## config.mk

```make
export PLATFORM = sky130hd
export DESIGN_NAME = tbd_texture_block_decoder
export DESIGN_NICKNAME = d
export VERILOG_FILES = /design/src/hdl/tbd_texture_block_decoder.v
export VERILOG_INCLUDE_DIRS = /design/src /design/src/hdl
export SDC_FILE = /design/constraint.sdc
export NUM_CORES = 1
export LEC_CHECK = 0
export BUFFER_PORTS_ARGS = -buffer_cell sky130_fd_sc_hd__clkbuf_2
export CELL_PAD_IN_SITES_DETAIL_PLACEMENT = 1
export CELL_PAD_IN_SITES_GLOBAL_PLACEMENT = 1
export CORE_UTILIZATION = 46
export DETAILED_ROUTE_END_ITERATION = 6
export PLACE_DENSITY = 0.79
export SLEW_MARGIN = 20
export SYNTH_ARGS = -nofsm -noshare
export SYNTH_HDL_FRONTEND = slang
export SYNTH_SLANG_ARGS = --single-unit
```

## constraint.sdc

```tcl
create_clock -name CLK -period 5.64 [get_ports CLK]
set_input_delay 1.128 -clock CLK [delete_from_list [all_inputs] [get_ports CLK]]
set_output_delay 1.128 -clock CLK [all_outputs]
set_load 0.005 [all_outputs]
```

## src/hdl/tbd_defs.vh

```
// Constants for the 11-bit texture block decoder
`ifndef TBD_DEFS_VH
`define TBD_DEFS_VH
`define TBD_BASE_MSB 63
`define TBD_BASE_LSB 56
`define TBD_MULT_MSB 55
`define TBD_MULT_LSB 52
`define TBD_TAB_MSB 51
`define TBD_TAB_LSB 48
`define TBD_IDX_TOP 47
`define TBD_ROUND_BITS 3'b100
`define TBD_MAX11 11'h7ff
`define TBD_MAX8 8'hff
`define TBD_FMT_SINGLE 2'h0
`define TBD_FMT_DUAL 2'h1
`define TBD_FMT_ALPHA8 2'h2
`define TBD_LATENCY 2
`endif

```

## src/hdl/tbd_texture_block_decoder.v

```verilog
// Pipelined decoder for 11-bit single/dual channel and 8-bit alpha texel blocks
`timescale 1ns/1ps
`include "tbd_defs.vh"

// How it works
// - A single-channel block is one 64-bit word holding red for a 4x4 texel block.
// - Bits 63..56 are the unsigned base, multiplied by eight via a left shift by three.
// - Plus four comes from putting 100 into the three vacated low bits, no adder.
// - Bits 51..48 choose one of sixteen eight-entry modifier tables.
// - Each texel has a 3-bit index from bits 47..0, most significant bit first.
// - The index counts table entries from zero at the left.
// - Bits 55..52 are the multiplier; nonzero gives modifier times multiplier shifted left three.
// - Sum base term and modifier term, clamp to 0..2047 for the 11-bit output.
// - A zero multiplier in 11-bit mode adds the unscaled modifier.
// - The 16-bit output is x shifted left five plus x shifted right six.
// - Any other wider result also uses bit replication.
// - Outside alpha mode the result never carries less than 11 bits of precision.
// - Alpha mode drops the three low bits of the sum to form eight bits.
// - Alpha mode clamps to 0..255 after truncation, not before.
// - In alpha mode a zero multiplier gives a zero modifier term; requester names the format.
// - Dual-channel: lower eight bytes carry red, upper eight bytes carry green.
// - Both dual-channel words decode exactly like the single-channel 11-bit format.
// - Sixteen constant rows of eight signed modifiers, four negative then four non-negative.
// - Texel 0 uses bits 47..45, texel 1 bits 44..42, down to texel 15 at 2..0.
module tbd_texture_block_decoder (
  // Clock and reset
  input wire CLK,
  input wire RESET,
  // Request side
  input wire REQ_VALID,
  output reg REQ_READY,
  input wire [1:0] REQ_FORMAT,
  input wire [63:0] REQ_RED_BYTES,
  input wire [63:0] REQ_GREEN_BYTES,
  input wire [3:0] REQ_TEXEL,
  // Result side
  output reg RES_VALID,
  input wire RES_READY,
  output reg [1:0] RES_FORMAT,
  output reg [10:0] RES_RED_11,
  output reg [10:0] RES_GREEN_11,
  output reg [15:0] RES_RED_16,
  output reg [15:0] RES_GREEN_16,
  output reg [7:0] RES_ALPHA_8
);

  ////////////////////////////////////////////////////////////////////////////
  // Functions

  // Bytes arrive with the first byte in bits 7:0; it becomes the top byte
  function [63:0] assemble_word;
    input [63:0] bytes;
    integer i;
    begin
      for (i = 0; i < 8; i = i + 1) begin
        assemble_word[63 - 8 * i -: 8] = bytes[8 * i +: 8];
      end
    end
  endfunction

  // Modifier table, entry selected from the left
  function signed [4:0] modifier_entry;
    input [3:0] tab;
    input [2:0] idx;
    reg [39:0] row;
    begin
      case (tab)
        4'h0: row = {-5'sd3, -5'sd6, -5'sd9, -5'sd15, 5'sd2, 5'sd5, 5'sd8, 5'sd14};
        4'h1: row = {-5'sd3, -5'sd7, -5'sd10, -5'sd13, 5'sd2, 5'sd6, 5'sd9, 5'sd12};
        4'h2: row = {-5'sd2, -5'sd5, -5'sd8, -5'sd13, 5'sd1, 5'sd4, 5'sd7, 5'sd12};
        4'h3: row = {-5'sd2, -5'sd4, -5'sd6, -5'sd13, 5'sd1, 5'sd3, 5'sd5, 5'sd12};
        4'h4: row = {-5'sd3, -5'sd6, -5'sd8, -5'sd12, 5'sd2, 5'sd5, 5'sd7, 5'sd11};
        4'h5: row = {-5'sd3, -5'sd7, -5'sd9, -5'sd11, 5'sd2, 5'sd6, 5'sd8, 5'sd10};
        4'h6: row = {-5'sd4, -5'sd7, -5'sd8, -5'sd11, 5'sd3, 5'sd6, 5'sd7, 5'sd10};
        4'h7: row = {-5'sd3, -5'sd5, -5'sd8, -5'sd11, 5'sd2, 5'sd4, 5'sd7, 5'sd10};
        4'h8: row = {-5'sd2, -5'sd6, -5'sd8, -5'sd10, 5'sd1, 5'sd5, 5'sd7, 5'sd9};
        4'h9: row = {-5'sd2, -5'sd5, -5'sd8, -5'sd10, 5'sd1, 5'sd4, 5'sd7, 5'sd9};
        4'ha: row = {-5'sd2, -5'sd4, -5'sd8, -5'sd10, 5'sd1, 5'sd3, 5'sd7, 5'sd9};
        4'hb: row = {-5'sd2, -5'sd5, -5'sd7, -5'sd10, 5'sd1, 5'sd4, 5'sd6, 5'sd9};
        4'hc: row = {-5'sd3, -5'sd4, -5'sd7, -5'sd10, 5'sd2, 5'sd3, 5'sd6, 5'sd9};
        4'hd: row = {-5'sd1, -5'sd2, -5'sd3, -5'sd10, 5'sd0, 5'sd1, 5'sd2, 5'sd9};
        4'he: row = {-5'sd4, -5'sd6, -5'sd8, -5'sd9, 5'sd3, 5'sd5, 5'sd7, 5'sd8};
        default: row = {-5'sd3, -5'sd5, -5'sd7, -5'sd9, 5'sd2, 5'sd4, 5'sd6, 5'sd8};
      endcase
      modifier_entry = row[39 - 5 * idx -: 5];
    end
  endfunction

  // Decode one texel to a signed 14-bit sum before clamping
  function signed [13:0] texel_sum;
    input [63:0] word;
    input [3:0] texel;
    input alpha8;
    reg [3:0] mult;
    reg [2:0] idx;
    reg signed [4:0] modv;
    reg signed [13:0] base_term;
    reg signed [13:0] mod_term;
    begin
      mult = word[`TBD_MULT_MSB:`TBD_MULT_LSB];
      idx = word[`TBD_IDX_TOP - 3 * texel -: 3];
      modv = modifier_entry(word[`TBD_TAB_MSB:`TBD_TAB_LSB], idx);
      base_term = {3'h0, word[`TBD_BASE_MSB:`TBD_BASE_LSB], `TBD_ROUND_BITS};
      if (mult != 4'h0) begin
        mod_term = ({{9{modv[4]}}, modv} * $signed({10'h0, mult})) <<< 3;
      end else if (alpha8) begin
        mod_term = 14'sh0;
      end else begin
        mod_term = {{9{modv[4]}}, modv};
      end
      texel_sum = base_term + mod_term;
    end
  endfunction

  // Clamp to 0..2047
  function [10:0] clamp_to_eleven_bit_range;
    input signed [13:0] s;
    begin
      if (s[13]) begin
        clamp_to_eleven_bit_range = 11'h000;
      end else if (s > 14'sd2047) begin
        clamp_to_eleven_bit_range = `TBD_MAX11;
      end else begin
        clamp_to_eleven_bit_range = s[10:0];
      end
    end
  endfunction

  // Truncate three low bits then clamp to 0..255
  function [7:0] alpha_value;
    input signed [13:0] s;
    reg signed [13:0] t;
    begin
      t = s >>> 3;
      if (t[13]) begin
        alpha_value = 8'h00;
      end else if (t > 14'sd255) begin
        alpha_value = `TBD_MAX8;
      end else begin
        alpha_value = t[7:0];
      end
    end
  endfunction

  // Bit replication to 16 bits
  function [15:0] widen16;
    input [10:0] x;
    begin
      widen16 = {x, 5'h00} + {11'h000, x[10:6]};
    end
  endfunction

  ////////////////////////////////////////////////////////////////////////////
  // Stage 1: register the decoded sums

  reg s1_valid_ff;
  reg [1:0] s1_fmt_ff;
  reg signed [13:0] s1_red_ff;
  reg signed [13:0] s1_green_ff;
  wire req_take;
  wire req_alpha;

  assign req_take = REQ_VALID && REQ_READY;
  assign req_alpha = (REQ_FORMAT == `TBD_FMT_ALPHA8);

  // Stage 1 never stalls; the buffer behind it absorbs a held-up receiver
  always @(posedge CLK or posedge RESET) begin
    if (RESET) begin
      s1_valid_ff <= 1'b0;
      s1_fmt_ff <= 2'h0;
      s1_red_ff <= 14'sh0;
      s1_green_ff <= 14'sh0;
    end else begin
      s1_valid_ff <= req_take;
      if (req_take) begin
        s1_fmt_ff <= REQ_FORMAT;
        s1_red_ff <= texel_sum(assemble_word(REQ_RED_BYTES), REQ_TEXEL, req_alpha);
        s1_green_ff <= texel_sum(assemble_word(REQ_GREEN_BYTES), REQ_TEXEL, 1'b0);
      end
    end
  end

  ////////////////////////////////////////////////////////////////////////////
  // Two-entry buffer between stage 1 and the output register

  reg [1:0] buf_fmt_ff [0:1];
  reg signed [13:0] buf_red_ff [0:1];
  reg signed [13:0] buf_green_ff [0:1];
  reg [1:0] cnt_ff;
  reg wr_ptr_ff;
  reg rd_ptr_ff;
  reg [1:0] nxt_cnt;
  reg nxt_wr_ptr;
  reg nxt_rd_ptr;
  reg [2:0] nxt_in_flight;
  reg nxt_req_ready;
  wire buf_empty;
  wire out_load;
  wire buf_pop;
  wire s1_bypass;
  wire buf_push;

  // The output register takes a word while it is empty or being emptied
  assign buf_empty = (cnt_ff == 2'h0);
  assign out_load = !RES_VALID || RES_READY;
  assign buf_pop = !buf_empty && out_load;
  // An empty buffer lets stage 1 pass straight on, so order is kept
  assign s1_bypass = s1_valid_ff && buf_empty && out_load;
  assign buf_push = s1_valid_ff && !s1_bypass;

  // Ready is registered, so it stays high only while the buffer could
  // still absorb every word in flight if the receiver stalled from now on
  always @* begin
    nxt_cnt = cnt_ff;
    nxt_wr_ptr = wr_ptr_ff;
    nxt_rd_ptr = rd_ptr_ff;
    if (buf_push) begin
      nxt_wr_ptr = ~wr_ptr_ff;
    end
    if (buf_pop) begin
      nxt_rd_ptr = ~rd_ptr_ff;
    end
    if (buf_push && !buf_pop) begin
      nxt_cnt = cnt_ff + 2'h1;
    end else if (buf_pop && !buf_push) begin
      nxt_cnt = cnt_ff - 2'h1;
    end
    nxt_in_flight = {1'b0, nxt_cnt} + {2'h0, req_take};
    nxt_req_ready = (nxt_in_flight <= 3'h1);
  end

  always @(posedge CLK or posedge RESET) begin
    if (RESET) begin
      cnt_ff <= 2'h0;
      wr_ptr_ff <= 1'b0;
      rd_ptr_ff <= 1'b0;
      REQ_READY <= 1'b1;
    end else begin
      cnt_ff <= nxt_cnt;
      wr_ptr_ff <= nxt_wr_ptr;
      rd_ptr_ff <= nxt_rd_ptr;
      REQ_READY <= nxt_req_ready;
    end
  end

  // Buffer words
  always @(posedge CLK or posedge RESET) begin
    if (RESET) begin
      buf_fmt_ff[0] <= 2'h0;
      buf_fmt_ff[1] <= 2'h0;
      buf_red_ff[0] <= 14'sh0;
      buf_red_ff[1] <= 14'sh0;
      buf_green_ff[0] <= 14'sh0;
      buf_green_ff[1] <= 14'sh0;
    end else if (buf_push) begin
      buf_fmt_ff[wr_ptr_ff] <= s1_fmt_ff;
      buf_red_ff[wr_ptr_ff] <= s1_red_ff;
      buf_green_ff[wr_ptr_ff] <= s1_green_ff;
    end
  end

  ////////////////////////////////////////////////////////////////////////////
  // Output stage: pick the source, clamp and widen

  reg [1:0] out_fmt;
  reg signed [13:0] out_red;
  reg signed [13:0] out_green;
  wire out_take;
  wire [10:0] out_red_11;
  wire [10:0] out_green_11;

  assign out_take = buf_pop || s1_bypass;

  // The oldest word is the buffer head when there is one, else stage 1
  always @* begin
    if (!buf_empty) begin
      out_fmt = buf_fmt_ff[rd_ptr_ff];
      out_red = buf_red_ff[rd_ptr_ff];
      out_green = buf_green_ff[rd_ptr_ff];
    end else begin
      out_fmt = s1_fmt_ff;
      out_red = s1_red_ff;
      out_green = s1_green_ff;
    end
  end

  assign out_red_11 = clamp_to_eleven_bit_range(out_red);
  assign out_green_11 = clamp_to_eleven_bit_range(out_green);

  always @(posedge CLK or posedge RESET) begin
    if (RESET) begin
      RES_VALID <= 1'b0;
      RES_FORMAT <= 2'h0;
      RES_RED_11 <= 11'h000;
      RES_GREEN_11 <= 11'h000;
      RES_RED_16 <= 16'h0000;
      RES_GREEN_16 <= 16'h0000;
      RES_ALPHA_8 <= 8'h00;
    end else if (out_load) begin
      RES_VALID <= out_take;
      if (out_take) begin
        RES_FORMAT <= out_fmt;
        RES_RED_11 <= out_red_11;
        RES_GREEN_11 <= out_green_11;
        RES_RED_16 <= widen16(out_red_11);
        RES_GREEN_16 <= widen16(out_green_11);
        RES_ALPHA_8 <= alpha_value(out_red);
      end
    end
  end

endmodule

```

==> results.json <==
{
  "status": "finished, violations left",
  "violations": "negative setup slack",
  "fin_crit_ps": 10480,
  "path_class": "in -> reg",
  "hold_class": "reg -> reg",
  "dpl_cell_area_mm2": 0.0195,
  "rsz0062_at_grt": "yes",
  "die_x_um": 185,
  "critical_path_arrival_ps": 10810,
  "clockBufferDepth": 2,
  "grt_pass1_vias": 18700,
  "drive_above_1_share": 0.520,
  "ys_warn_count": 0,
  "slowest_stage": "fa_4",
  "grt_max_degree": 79,
  "dieArea_mm2": 0.0343,
  "fin_util": 0.676,
  "cp_num_cells": 43,
  "drc": 0,
  "clock-root-buffer": "clkbuf_16",
  "ff_latch_area_mm2": 0.00323,
  "ant_nets": 0,
  "synth_fp_nets": 1902,
  "fin_worst_skew_ps": 16.7,
  "final_area_mm2": 0.0221,
  "ys_async_sr_fraction": 1.00,
  "relSlewSlack": 0.324,
  "synth_ff_type": "dfrtp_1",
  "crit_family": "adder cells",
  "ys_ff_latch": 129,
  "cts_tree": "yes",
  "dr.pass1.iters": 5,
  "cp.buffers_inverters": 10,
  "ys_types": 95,
  "synth_cells": 1659,
  "required_ps": 5980,
  "nets": 2447,
  "ctsHtreeMaxLevel": 4,
  "postCtsHoldBufs": 0,
  "gp_congestion": 0.935,
  "grt_pass1_wl_mm": 108,
  "worst_slack_ps": -4840,
  "first_iter_violations": 1670,
  "routed_wl_mm": 82.4,
  "drv_slew": 0,
  "rr_worst_depth": 8,
  "antenna_found_initial": 0,
  "core-area_mm2": 0.0328,
  "n_antenna_cell": 0,
  "clock_sinks": 129,
  "cts_buffers": 17,
  "via_per_inst": 6.92,
  "critPathCapture": "s1_green_ff[12]$_DFFE_PP0P_",
  "synth_area_mm2": 0.0154,
  "dp_hpwl_mm": 47.2,
  "num_vias": 18400,
  "rows": 66,
  "grt_usage": 0.414,
  "cpPeakStageDelay_ps": 700,
  "die_height_um": 185,
  "insertion_delay_ps": 450,
  "ys_seq_area_frac": 0.209,
  "rr_endpoint": "RES_ALPHA_8[3]$_DFFE_PP0P_",
  "crit_fanout": 10,
  "worstSetupStartpoint": "REQ_TEXEL[0]",
  "fillers": 3565,
  "hold_violations": 0,
  "max_freq_mhz": 95.4,
  "hold_path_depth": 2,
  "clkTransAtPathRegs_ps": 60,
  "setup_viol": 28,
  "multi_input_area_mm2": 0.0124,
  "worstMarginPinSlew_ps": 1010,
  "fin_crit_sh": 1.86,
  "worstReg2RegStart": "cnt_ff[1]$_DFF_PP0_",
  "synth_edf_count": 0,
  "io_pins": 204,
  "whs_ps": 495,
  "cp-start-kind": "primary input",
  "synth.avg_cell_area_um2": 9.30,
  "overflow": 0,
  "r2r_setup_slack_ps": 2310,
  "port_buffers": 203,
  "cp-end-kind": "flop",
  "area_growth_syn_to_layout_pct": 43.6,
  "cap_viol_max_count": 0,
  "start_util": 0.470,
  "avgRoutedWirePerCell_um": 31.0
}
worst min path at each step:
| stage | startpoint | to | slack, ps |
|---|---|---|---|
| after CTS | RES_FORMAT[0]$_DFFE_PP0P_ | RES_FORMAT[0]$_DFFE_PP0P_ | 500 |
| after global placement | RES_ALPHA_8[2]$_DFFE_PP0P_ | RES_ALPHA_8[2]$_DFFE_PP0P_ | 460 |
| after floorplan | cnt_ff[0]$_DFF_PP0_ | cnt_ff[0]$_DFF_PP0_ | 470 |
| after global routing | RES_ALPHA_8[6]$_DFFE_PP0P_ | RES_ALPHA_8[6]$_DFFE_PP0P_ | 530 |
| final | RES_FORMAT[0]$_DFFE_PP0P_ | RES_FORMAT[0]$_DFFE_PP0P_ | 490 |
| after detailed placement | RES_ALPHA_8[6]$_DFFE_PP0P_ | RES_ALPHA_8[6]$_DFFE_PP0P_ | 470 |
sequential cells by signal, summed over array words and instances (netlist names), 2 cells and up:
name          count
buf_green_ff     28
buf_red_ff       28
s1_green_ff      14
s1_red_ff        14
RES_GREEN_11     10
RES_RED_11       10
RES_ALPHA_8       8
buf_fmt_ff        4
RES_FORMAT        2
cnt_ff            2
s1_fmt_ff         2
per-layer routing:
metal,track usage,up-vias,part of all wire,wire (um)
met5,0,-,0,0
met4,0.272,0,0.11,8860
met3,0.0615,636,0.080,6630
met2,0.744,1512,0.48,39600
met1,0.452,8993,0.33,27400
li1,-,7270,-,-
placed cells by master (no fill, tap or decap), drive strengths merged, types with 37 or more instances in the layout:
cell,n
ha,80
nor3,41
a21o,52
mux4,94
mux2i,79
inv,103
mux2,101
nor2,89
o21ai,72
clkbuf,218
buf,476
nand2,138
dfrtp,128
a21oi,109
nand3,37
cells by family after synthesis:
logic type,share of synthesized area
xor+xnor,0.0176
compound gates,0.198
buf+inv,0.0799
mux,0.263
flops,0.209
simple gates,0.135
fa+ha+maj,0.0973
worst reg2reg max path, delay by kind of cell, from the launching register on:
kind	cells	cell delay [ps]
fa+ha+maj	1	210
compound gates	2	420
simple gates	3	1510
buf+inv	2	650
flops	1	420
cells in the mapped netlist, drive strengths merged (10+ instances only):
cell / number / area [um^2]
nand2: 138 / 518
dfrtp: 128 / 3200
a21oi: 109 / 546
mux2: 101 / 1140
inv: 100 / 378
mux4: 94 / 2120
nor2: 89 / 342
buf: 88 / 611
ha: 80 / 1000
mux2i: 79 / 791
o21ai: 72 / 360
clkbuf: 63 / 236
a21o: 52 / 390
nor3: 41 / 216
nand3: 37 / 190
and2: 28 / 175
a211oi: 27 / 208
fa: 25 / 500
xnor2: 24 / 210
o22ai: 17 / 106
a31oi: 16 / 115
nor4: 16 / 106
nor2b: 15 / 93.8
nand2b: 14 / 87.6
o211ai: 13 / 97.6
and3: 11 / 68.8
o21a: 11 / 82.6
o31ai: 11 / 92.6
or3: 11 / 73.8
o2111ai: 10 / 87.6
through the flow:
stage / cells / setup TNS [ps] / setup slack [ps]
floorplan: 1659 / -96830 / -4880
global placement: 2547 / -85830 / -4320
detailed placement: 2547 / -93050 / -4790
CTS: 2617 / -73370 / -4020
global route: 2659 / -93450 / -5000
finish: 2659 / -89440 / -4840
layout make-up:
cell class,count,share of cell area
inverters,102,0.0188
clock buffers,18,0.0194
repair buffers,676,0.222
well taps,442,0.0250
flip-flops and latches,129,0.146
clock inverters,14,0.00808
multi-input cells,1278,0.561
what timing repair did:
| item | 4_1_cts | 5_1_grt |
|---|---|---|
| buffers inserted | 39 | 46 |
| gates resized for setup | 145 | 145 |
| cloned | 2 | 0 |
| setup endpoints to repair | 28 | 28 |
| hold endpoints to repair | 0 | 0 |
| pin swaps | 78 | 79 |
Power is left out: the tool's default activity adds up to more than one toggle a clock period on the data nets, which glitch-free logic cannot reach.
